`src/hdl/rcc_pkg.sv`:
```
// shared constants and carriers for the regulator control/configuration register bank
// assumes: byte-wide registers reached by the serial control port front end on the system clock
package rcc_pkg;

   // ****************************************
   // register map and reset values
   // ****************************************
   localparam logic [7:0] CH2_CONTROL_OFS = 8'h06;
   localparam logic [7:0] CH2_CONFIG_OFS  = 8'h07;
   localparam logic [7:0] CH3_CONTROL_OFS = 8'h08;
   localparam logic [7:0] CH3_CONFIG_OFS  = 8'h09;
   localparam logic [7:0] CONTROL_RESET   = 8'h22;
   localparam logic [7:0] CONFIG_RESET    = 8'h22;
   localparam logic [7:0] UNMAPPED_READ   = 8'h00;

   // ****************************************
   // field positions
   // ****************************************
   localparam int RESIDUAL_BIT   = 7;
   localparam int PULLDOWN_BIT   = 5;
   localparam int MONITOR_BIT    = 4;
   localparam int VOUT_SEL_BIT   = 3;
   localparam int MULTIPHASE_BIT = 2;
   localparam int FORCE_PWM_BIT  = 1;
   localparam int ENABLE_BIT     = 0;
   localparam int ILIM_LSB       = 3;
   localparam int SLEW_LSB       = 0;

   // ****************************************
   // field codes
   // ****************************************
   localparam logic [2:0] ILIM_MIN_CODE = 3'h2;   // codes below are reserved
   localparam logic [2:0] ILIM_RESET    = 3'h4;
   localparam logic [2:0] SLEW_RESET    = 3'h2;

   // decoded settings handed to one regulator channel
   typedef struct packed {
      logic       residual_check_sel;
      logic       pulldown_en;
      logic       monitor_en;
      logic       vout_reg_sel;
      logic       force_multiphase;
      logic       force_pwm;
      logic       regulator_en;
      logic [2:0] peak_current_limit;
      logic [2:0] slew_sel;
   } rcc_chan_s;

   // register access request from the serial port front end
   typedef struct packed {
      logic       wr;
      logic       rd;
      logic [7:0] addr;
      logic [7:0] wdata;
   } rcc_req_s;

endpackage : rcc_pkg

```
`src/hdl/rcc_regs.sv`:
```
// control and configuration registers of the second and third step-down channels
// assumes: requests arrive from the serial port front end on clock, one per cycle at most
//
// Overview of operation
// - Control bit 7 switches residual voltage checking of the channel feedback pin on or off.
// - Control bit 5 connects the output pull-down while the channel is off, and resets to one.
// - Control bit 4 enables all four protection comparators of the channel together.
// - Control bit 3 picks the first (0) or second (1) output voltage register as target.
// - Control bit 1 forces fixed PWM when one, otherwise automatic PFM/PWM, and resets to one.
// - Control bit 0 turns the regulator on when one, and resets to zero.
// - Only the third channel uses control bit 2 to force multi-phase PWM; on the second it is reserved.
// - Config bits 5:3 set peak current limit, codes 2..7 for 2.5 A..7.5 A, reset code 4.
// - The peak current limit can be rewritten at any time and takes effect while running.
// - The effective current limit may be capped below the written code by device settings.
// - Config bits 2:0 select the slew rate from 33 down to 0.31 mV/us, reset code 2.
// - The second channel control sits at 0x6 and config at 0x7, both resetting to 0x22.
// - The third channel control sits at 0x8 and config at 0x9, both resetting to 0x22.
// - The registers are reachable from the host over either serial control port.
`timescale 1ns/1ns
`default_nettype none

module rcc_regs #(
   parameter int ADDR_W = 8
) (
   input  wire logic              clock,
   input  wire logic              sys_rst,
   input  wire rcc_pkg::rcc_req_s req,
   input  wire logic [2:0]        ilim_cap,
   output logic [7:0]             rd_data,
   output logic                   rd_valid,
   output rcc_pkg::rcc_chan_s     ch2_out,
   output rcc_pkg::rcc_chan_s     ch3_out
);

   // ****************************************
   // elaboration check
   // ****************************************
   if (ADDR_W != 8) begin : g_bad_addr
      $error("rcc_regs: ADDR_W must be 8");
   end

   typedef struct packed {
      logic [7:0]         ch2_control;
      logic [7:0]         ch2_config;
      logic [7:0]         ch3_control;
      logic [7:0]         ch3_config;
      logic [7:0]         rd_data;
      logic               rd_valid;
      rcc_pkg::rcc_chan_s ch2;
      rcc_pkg::rcc_chan_s ch3;
   } rcc_state_s;

   rcc_state_s st;
   rcc_state_s next_st;

   // ****************************************
   // decode one channel's register pair
   // ****************************************
   function automatic rcc_pkg::rcc_chan_s decode_chan(
      input logic [7:0] ctrl,
      input logic [7:0] conf,
      input logic [2:0] cap,
      input logic       mp_ok
   );
      rcc_pkg::rcc_chan_s c;
      logic [2:0]         lim;
      c.residual_check_sel = ctrl[rcc_pkg::RESIDUAL_BIT];
      c.pulldown_en        = ctrl[rcc_pkg::PULLDOWN_BIT];
      c.monitor_en         = ctrl[rcc_pkg::MONITOR_BIT];
      c.vout_reg_sel       = ctrl[rcc_pkg::VOUT_SEL_BIT];
      c.force_multiphase   = mp_ok & ctrl[rcc_pkg::MULTIPHASE_BIT];
      c.force_pwm          = ctrl[rcc_pkg::FORCE_PWM_BIT];
      c.regulator_en       = ctrl[rcc_pkg::ENABLE_BIT];
      lim = conf[rcc_pkg::ILIM_LSB +: 3];
      // reserved codes would mean no defined limit, so hold the lowest one
      if (lim < rcc_pkg::ILIM_MIN_CODE) begin
         lim = rcc_pkg::ILIM_MIN_CODE;
      end
      // device settings may cap the usable limit; a reserved cap is ignored
      if (cap >= rcc_pkg::ILIM_MIN_CODE && lim > cap) begin
         lim = cap;
      end
      c.peak_current_limit = lim;
      c.slew_sel           = conf[rcc_pkg::SLEW_LSB +: 3];
      return c;
   endfunction

   // ****************************************
   // next state: writes, read answer, decode
   // ****************************************
   always_comb begin
      next_st = st;
      next_st.rd_valid = req.rd;
      next_st.rd_data  = rcc_pkg::UNMAPPED_READ;
      // write decode; unmapped writes fall through and are dropped
      if (req.wr) begin
         if (req.addr == rcc_pkg::CH2_CONTROL_OFS) begin
            next_st.ch2_control = req.wdata;
         end else if (req.addr == rcc_pkg::CH2_CONFIG_OFS) begin
            next_st.ch2_config = req.wdata;
         end else if (req.addr == rcc_pkg::CH3_CONTROL_OFS) begin
            next_st.ch3_control = req.wdata;
         end else if (req.addr == rcc_pkg::CH3_CONFIG_OFS) begin
            next_st.ch3_config = req.wdata;
         end
      end
      // read decode returns the stored byte, reserved bits included
      if (req.rd) begin
         if (req.addr == rcc_pkg::CH2_CONTROL_OFS) begin
            next_st.rd_data = st.ch2_control;
         end else if (req.addr == rcc_pkg::CH2_CONFIG_OFS) begin
            next_st.rd_data = st.ch2_config;
         end else if (req.addr == rcc_pkg::CH3_CONTROL_OFS) begin
            next_st.rd_data = st.ch3_control;
         end else if (req.addr == rcc_pkg::CH3_CONFIG_OFS) begin
            next_st.rd_data = st.ch3_config;
         end
      end
      // decode from the next values so outputs follow a write on the same edge
      next_st.ch2 = decode_chan(next_st.ch2_control, next_st.ch2_config, ilim_cap, 1'b0);
      next_st.ch3 = decode_chan(next_st.ch3_control, next_st.ch3_config, ilim_cap, 1'b1);
      if (sys_rst) begin
         next_st.ch2_control = rcc_pkg::CONTROL_RESET;
         next_st.ch2_config  = rcc_pkg::CONFIG_RESET;
         next_st.ch3_control = rcc_pkg::CONTROL_RESET;
         next_st.ch3_config  = rcc_pkg::CONFIG_RESET;
         next_st.rd_data     = rcc_pkg::UNMAPPED_READ;
         next_st.rd_valid    = 1'b0;
         next_st.ch2 = decode_chan(rcc_pkg::CONTROL_RESET, rcc_pkg::CONFIG_RESET, 3'h0, 1'b0);
         next_st.ch3 = decode_chan(rcc_pkg::CONTROL_RESET, rcc_pkg::CONFIG_RESET, 3'h0, 1'b1);
      end
   end

   // single state register; reset is folded into next_st above
   always_ff @(posedge clock) begin
      st <= next_st;
   end

   assign rd_data  = st.rd_data;
   assign rd_valid = st.rd_valid;
   assign ch2_out  = st.ch2;
   assign ch3_out  = st.ch3;

   // ****************************************
   // assertions
   // ****************************************
   reset_values_a : assert property (@(posedge clock) sys_rst |=>
      (st.ch2_control == 8'h22 && st.ch3_config == 8'h22 && ch2_out.pulldown_en && ch3_out.force_pwm
       && !ch2_out.regulator_en && ch3_out.peak_current_limit == 3'h4 && ch2_out.slew_sel == 3'h2))
      else $error("reset values wrong");

   enable_write_a : assert property (@(posedge clock) disable iff (sys_rst)
      (req.wr && req.addr == 8'h06) |=> ch2_out.regulator_en == $past(req.wdata[0]))
      else $error("ch2 enable does not follow write");

   ch3_control_a : assert property (@(posedge clock) disable iff (sys_rst)
      (req.wr && req.addr == 8'h08) |=> (ch3_out.residual_check_sel == $past(req.wdata[7])
       && ch3_out.monitor_en == $past(req.wdata[4]) && ch3_out.vout_reg_sel == $past(req.wdata[3])))
      else $error("ch3 control fields do not follow write");

   multiphase_ch2_a : assert property (@(posedge clock) disable iff (sys_rst)
      !ch2_out.force_multiphase)
      else $error("ch2 multiphase must stay off");

   multiphase_ch3_a : assert property (@(posedge clock) disable iff (sys_rst)
      ch3_out.force_multiphase == st.ch3_control[2])
      else $error("ch3 multiphase mismatch");

   ilim_range_a : assert property (@(posedge clock) disable iff (sys_rst)
      ch2_out.peak_current_limit >= 3'h2 && ch3_out.peak_current_limit >= 3'h2)
      else $error("reserved current limit code on output");

   ilim_cap_a : assert property (@(posedge clock) disable iff (sys_rst)
      // the edge after a reset shows the reset decode, where the cap was ignored on purpose
      (!$past(sys_rst) && $past(ilim_cap) >= 3'h2) |-> ch3_out.peak_current_limit <= $past(ilim_cap))
      else $error("current limit above cap");

   ilim_running_a : assert property (@(posedge clock) disable iff (sys_rst)
      (ch2_out.regulator_en && req.wr && req.addr == 8'h07 && req.wdata[5:3] >= 3'h2
       && (ilim_cap < 3'h2 || ilim_cap == 3'h7))
      |=> ch2_out.peak_current_limit == $past(req.wdata[5:3]))
      else $error("current limit not updated while running");

   slew_write_a : assert property (@(posedge clock) disable iff (sys_rst)
      (req.wr && req.addr == 8'h09) |=> ch3_out.slew_sel == $past(req.wdata[2:0]))
      else $error("ch3 slew does not follow write");

   read_back_a : assert property (@(posedge clock) disable iff (sys_rst)
      (req.rd && !req.wr && req.addr == 8'h07) |=> (rd_valid && rd_data == $past(st.ch2_config)))
      else $error("read back mismatch");

   // write-follow checks take the request of the taking edge through $past
   ch2_control_a : assert property (@(posedge clock) disable iff (sys_rst)
      (req.wr && req.addr == 8'h06) |=> (ch2_out.residual_check_sel == $past(req.wdata[7])
       && ch2_out.pulldown_en == $past(req.wdata[5]) && ch2_out.monitor_en == $past(req.wdata[4])
       && ch2_out.vout_reg_sel == $past(req.wdata[3]) && ch2_out.force_pwm == $past(req.wdata[1])))
      else $error("ch2 control fields do not follow write");

   ch3_mode_bits_a : assert property (@(posedge clock) disable iff (sys_rst)
      (req.wr && req.addr == 8'h08) |=> (ch3_out.pulldown_en == $past(req.wdata[5])
       && ch3_out.force_pwm == $past(req.wdata[1]) && ch3_out.regulator_en == $past(req.wdata[0])))
      else $error("ch3 mode bits do not follow write");

   ch2_slew_a : assert property (@(posedge clock) disable iff (sys_rst)
      (req.wr && req.addr == 8'h07) |=> ch2_out.slew_sel == $past(req.wdata[2:0]))
      else $error("ch2 slew does not follow write");

   ilim_write_a : assert property (@(posedge clock) disable iff (sys_rst)
      (req.wr && req.addr == 8'h09 && req.wdata[5:3] >= 3'h2 && ilim_cap < 3'h2)
      |=> ch3_out.peak_current_limit == $past(req.wdata[5:3]))
      else $error("ch3 limit does not follow write");

   ch2_cap_a : assert property (@(posedge clock) disable iff (sys_rst)
      (!$past(sys_rst) && $past(ilim_cap) >= 3'h2) |-> ch2_out.peak_current_limit <= $past(ilim_cap))
      else $error("ch2 current limit above cap");

   read_pulse_a : assert property (@(posedge clock) disable iff (sys_rst)
      !$past(sys_rst) |-> rd_valid == $past(req.rd))
      else $error("read valid is not a one-cycle answer");

   unmapped_read_a : assert property (@(posedge clock) disable iff (sys_rst)
      (req.rd && (req.addr < 8'h06 || req.addr > 8'h09)) |=> rd_data == 8'h00)
      else $error("unmapped read not zero");

endmodule : rcc_regs

`default_nettype wire

```
`config.mk`:
```
export PLATFORM = sky130hd
export DESIGN_NAME = rcc_regs
export DESIGN_NICKNAME = d
export VERILOG_FILES = /design/src/hdl/rcc_pkg.sv /design/src/hdl/rcc_regs.sv
export SDC_FILE = /design/constraint.sdc
export NUM_CORES = 1
export LEC_CHECK = 0
export BUFFER_PORTS_ARGS = -buffer_cell sky130_fd_sc_hd__clkbuf_2
export CORE_MARGIN = 4
export CORE_UTILIZATION = 44
export DETAILED_ROUTE_END_ITERATION = 16
export PLACE_DENSITY = 0.65
export SYNTH_ARGS = -nofsm -noshare
export SYNTH_HDL_FRONTEND = slang
export SYNTH_SLANG_ARGS = --single-unit
```
`constraint.sdc`:
```
create_clock -name clock -period 5.62 [get_ports clock]
set_input_delay 0.281 -clock clock [delete_from_list [all_inputs] [get_ports clock]]
set_output_delay 0.281 -clock clock [all_outputs]
set_load 0.03 [all_outputs]
```
==> metrics.cfg, run 1 <==
[floorplan]
die_h_um = 81.45
die_area_mm2 = 0.006633
ios = 58
core_mm2 = 0.005172
row_count = 26
start_util_pct = 45.89
fp.dieW_um = 81.45

[worst_setup_path]
critPathArrivalTime_ps = 2910
worstRegToRegCells = 8
crit_type = input port to flop
r2r-start = st[56]
critPathRequiredTime_ps = 5830
rrSetupSlack_ps = 3500
worstSetupEndpointType = flop
slowest_delay_ps = 470
cp_max_fo = 12
crit_slowest_cell = nor4_4
path_cells = clkbuf_2 > nor4_4 > nand4_2 > mux2_4 > ha_1 > o21ai_0 > a32oi_1 > o21ai_0 > a221oi_2
cp-start-kind = input port
crit_top_cell = o21ai_0
timing.rr.end = ch2_out[3]

[routing]
top_layer = met4
drt_iter0_markers = 110
met3WireLength_um = 334
met2_length_um = 2261
wl_um = 5140
wl_per_cell_um = 14.94
postRouteAntennaNets = 0
firstDrtPassIters = 4
viasPerCell = 5.212
vias = 1793
drt-met1-wl_um = 2479
drc = 0

[timing]
tightestPinTransition_ps = 685.1
hold_violations = 0
holdWs_ps = 253.8
setup_viol = 0
rsz0062_at_grt = false
fmax_ghz = 0.3706
fin_setup_tns_ps = 0
relSlewSlack_pct = 54.33
fin_crit_ps = 2698
fin_worst_skew_ps = 6.939
fin_crit_sh_pct = 48.01
slew_viol_final = 0

[synthesis]
syn_avg_cell_area_um2 = 9.345
synth_area_mm2 = 0.002374
synth-main-ff-cell = dfxtp_1
yosysSeqAreaShare_pct = 39.64
synth_area_leaders = dfxtp_1 (40%), buf_4 (12%), mux2i_1 (10%)
synth-edff-count = 0
async_reset_ff_share_pct = 0
yosys_register_bits = 47
syn_inst = 254
syn_nets = 283
synth_top_area_share_pct = 39.64
synthDistinctLibCells = 41
ys_warn_count = 0
yosys.area.top_type = dfxtp_1

[clock_tree]
cts.path.max_buffers = 2
clock_latency_ps = 300
cts_buffers = 5
cts_hold_buf = 0
ctsHtreeMaxLevel = 2
cts_tree = done
post_cts_buffers = 0
clock-root-buffer = clkbuf_8
clock-sinks = 47
clk_pin_slew_worst_paths_ps = 90
ctsResizeCount = 0

[layout]
antenna_cells = 0
syn2layout_area_growth_pct = 7.380
drive_above_1_share_pct = 26.64
num-fill-cells = 542
fin_nets = 302

[global_routing]
grt_pass1_wl_um = 8424
antenna_found_initial = 0
grt_overflow = 0
grt_usage_pct = 16.63
grt_pass1_vias = 1658
grt_max_degree = 33

[placed_design]
portBuffers = 56
hpwl_um = 3721
place.gp.congestion = 0.7998

[flow_run]
drv_cap = 0

[power]
p_leak_nw = 1.245
ir_drop_v = 0.0001114
pwr_density_cell_mw_per_mm2 = 250.2

[min_path]
hold_class = input port to flop
whs_path_depth = 3
hp-start = req[6]
min_to = st[57]

[status]
outcome = complete, no violations

-- critical path, delay by kind of cell --
family | cells | cell delay, ps
buf+inv | 1 | 100
fa+ha+maj | 1 | 290
simple gates | 2 | 860
mux | 1 | 420
compound gates | 4 | 940
-- cell usage after synthesis (3+ instances only) --
cell      number
nor2b_1        6
o211ai_1       5
a32oi_1        3
o221ai_1       3
inv_1          6
nand2_1       23
a22o_1         8
a21oi_1       15
a32o_1         3
ha_1           6
o21a_1         3
dfxtp_1       47
o21ai_0        3
clkbuf_1       3
nor2_1        28
mux2i_1       24
buf_4         37
buf_2          4
-- final cells by class --
class | instances | area, um2 | share of cell area (%)
multi-input combinational | 155 | 1094 | 42.91
sequential | 47 | 940.9 | 36.92
timing repair buffer | 57 | 287.8 | 11.29
tap | 70 | 87.58 | 3.436
clock buffer | 5 | 68.82 | 2.700
clock inverter | 3 | 43.79 | 1.718
inverter | 7 | 26.28 | 1.031
-- flip-flops by register name, indices dropped and copies added (netlist names) --
signal,count
rd_valid,1
ch2_out,3
st,32
rd_data,8
ch3_out,3
-- cell usage in the layout, fill, tap and decap left out, drive strengths merged, types with 4 or more instances in the layout --
master  instances
a21oi          15
ha              6
nand3           4
clkbuf         61
dfxtp          47
nor2           28
o21ai           4
nor2b           6
inv             6
mux2i          24
a22o            8
o211ai          5
nand2          23
-- where the power goes --
part,switching [W],total [W],internal [W]
Sequential,0.000000906,0.000337,0.000336
Combinational,0.0000343,0.0000508,0.0000165
Clock,0.000118,0.000250,0.000133
-- layer usage --
metal	vias to the layer above	track usage [%]
li1	896	-
met2	60	25.00
met1	833	23.44
met3	4	4.057
met5	-	0
met4	0	5.068
-- per-stage QoR --
stage	cell area (um2)	utilization (%)	worst slack [ps]	cells	power [W]
6_report	2549	49.27	2922	344	0.0006378
3_5_place_dp	2436	47.10	2632	336	0.0003952
2_1_floorplan	2374	-	3171	254	0.0003770
3_3_place_gp	2436	47.10	2679	336	0.0003942
5_1_grt	2549	49.27	2666	344	0.0006620
4_1_cts	2549	49.27	2926	344	0.0006446
-- logic make-up after synthesis --
logic type / synth area share, %
AO/OA/AOI/OAI: 15.71
adder cells (fa/ha/maj): 3.163
buffers and inverters: 14.29
flip-flops: 39.64
multiplexers: 10.75
other: 0.1580
AND/OR/NAND/NOR: 16.29
-- worst max-delay path by stage --
stage / from / endpoint / slack, ps
after global routing: req[9] / ch3_out[3] / 2670
after CTS: req[13] / ch2_out[3] / 2930
after global placement: req[9] / ch3_out[5] / 2680
after detailed placement: req[13] / ch2_out[3] / 2630
after floorplan: req[13] / ch3_out[5] / 3170
final: req[13] / ch2_out[3] / 2920
Note: power is estimated with default switching activity, not from simulation.
==> run 2: changes to the inputs <==
- clock period: 5.62 -> 2.6 ns (I/O delays scaled with it)
==> run 2 against run 1 <==
Compared with the run above:
- via count increased by 1.8%
- final cell count increased by 2.3%
- utilization increased by 0.63 points
- combinational power increased by 130%
- sequential share of layout area decreased by 0.47 points
- routed wire length increased by 2.2%
- non-clock buffer count increased by 8
- hold slack got worse by 150 ps
- power increased by 100%
- sequential power increased by 120%
- critical path depth increased by 1
==> metrics.cfg, run 2 (synthesis gave the netlist of run 1 again) <==
[timing]
fin_worst_skew_ps = 4.862  ; -2.076 ps
fmax_ghz = 0.4709
slew_viol_final = 0  ; unchanged
fin_setup_tns_ps = 0  ; unchanged
hold_violations = 0  ; unchanged
fin_crit_ps = 2124
rsz0062_at_grt = false
fin_crit_sh_pct = 81.68
setup_viol = 0  ; unchanged

[routing]
firstDrtPassIters = 6  ; +2
drc = 0  ; unchanged
drt_iter0_markers = 101  ; -8.2%
postRouteAntennaNets = 0  ; unchanged
vias = 1825  ; +1.8%
wl_um = 5253  ; +2.2%
viasPerCell = 5.185  ; -0.53%
wl_per_cell_um = 14.92  ; -0.12%

[clock_tree]
cts.path.max_buffers = 2  ; unchanged
cts_tree = done
cts_hold_buf = 0  ; unchanged
clock-sinks = 47  ; unchanged
ctsResizeCount = 0  ; unchanged
clock-root-buffer = clkbuf_8
clock_latency_ps = 300  ; about the same
clk_pin_slew_worst_paths_ps = 90  ; about the same
cts_buffers = 5  ; unchanged
post_cts_buffers = 0  ; unchanged
ctsHtreeMaxLevel = 2  ; unchanged

[global_routing]
grt_pass1_vias = 1690  ; +1.9%
grt_max_degree = 32  ; -3.0%
grt_overflow = 0  ; unchanged
grt_pass1_wl_um = 8293  ; -1.6%
antenna_found_initial = 0  ; unchanged
grt_usage_pct = 16.55  ; -0.073 points

[worst_setup_path]
cp_max_fo = 5  ; -7
rrSetupSlack_ps = 590  ; -2910 ps
crit_type = input port to flop
slowest_delay_ps = 370  ; -100 ps
critPathRequiredTime_ps = 2790  ; -3040 ps
critPathArrivalTime_ps = 2310  ; -600 ps
cp-start-kind = input port
worstSetupEndpointType = flop
crit_top_cell = mux2i_1
crit_slowest_cell = nor4_4
path_cells = clkbuf_2 > nor4_4 > nand4_2 > mux2i_1 > ha_1 > nor2b_1 > o21a_1 > o21ai_1 > mux2i_1 > or2_1

[power]
p_leak_nw = 1.267  ; +1.7%
power_w = 0.001276  ; +100%
pwr_density_cell_mw_per_mm2 = 494.4  ; +98%
ir_drop_v = 0.0003100  ; +180%

[floorplan]
ios = 58  ; unchanged
die_area_mm2 = 0.006633  ; unchanged
die_h_um = 81.45  ; unchanged
start_util_pct = 45.89  ; unchanged
row_count = 26  ; unchanged
core_mm2 = 0.005172  ; unchanged
fp.dieW_um = 81.45  ; unchanged

[layout]
largest_reg_flops = 32  ; unchanged
multiInputGateArea_mm2 = 0.001094  ; unchanged
antenna_cells = 0  ; unchanged
ff_latch_area_um2 = 940.9  ; unchanged
stdcell_area_mm2 = 0.002581  ; +1.3%
layout_common_cells = clkbuf_2 (56), dfxtp_1 (47), nor2_1 (28)
syn2layout_area_growth_pct = 8.751
largest_register = st
fin_nets = 310  ; +2.6%
final_common_cell = clkbuf_2
num-fill-cells = 520  ; -4.1%
drive_above_1_share_pct = 28.37  ; +1.7 points
final_util_pct = 49.90  ; +0.63 points

[flow_run]
drv_cap = 0  ; unchanged

[min_path]
hold_class = input port to flop

[placed_design]
postPlaceCellArea_mm2 = 0.002496  ; +2.5%
hpwl_um = 3828  ; +2.9%
place.gp.congestion = 0.7786  ; -2.7%
portBuffers = 56  ; unchanged

[status]
outcome = complete, no violations

run 2: layer usage:
metal	routed length (um)	global-route usage, %	share of wire, %	vias up
li1	-	-	-	908
met1	2411	22.54	46	854
met2	2401	25.90	46	58
met3	394	4.057	7.5	5
met4	45	4.899	0.86	0
met5	0	0	0	-
run 2: final cells by class:
class / count / area share, %
Clock inverter: 2 / 0.4847
Sequential cell: 47 / 36.45
Multi-Input combinational cell: 155 / 42.37
Timing Repair Buffer: 65 / 13.48
Clock buffer: 6 / 2.811
Inverter: 7 / 1.018
Tap cell: 70 / 3.393
run 2: stage by stage:
step	instances	hold WS, ps	setup slack [ps]
after detailed placement	344	415.3	144.6
final	352	100.9	476.2
after CTS	352	93.63	457.7
after floorplan	254	234.8	301.7
after global routing	352	117.9	304.2
after global placement	344	410.4	203.8
run 2: path summary, 6_finish.rpt:
kind | from | end | depth (start not counted)
max reg2reg | st[40] | ch3_out[5] | 8
max | req[13] | ch3_out[5] | 10
min reg2reg | st[58] | st[58] | 2
min | req[7] | st[58] | 3
run 2: worst max-delay path, delay by kind of cell:
kind | cells | cell delay [ps]
mux | 2 | 390
simple gates | 4 | 940
compound gates | 2 | 480
buf+inv | 1 | 100
fa+ha+maj | 1 | 280
run 2: power breakdown:
part	total (W)	internal (W)	switching (W)
clock	0.000431	0.000188	0.000243
sequential	0.000728	0.000726	0.00000233
combinational	0.000117	0.0000412	0.0000755
total	0.00128	0.000955	0.000321
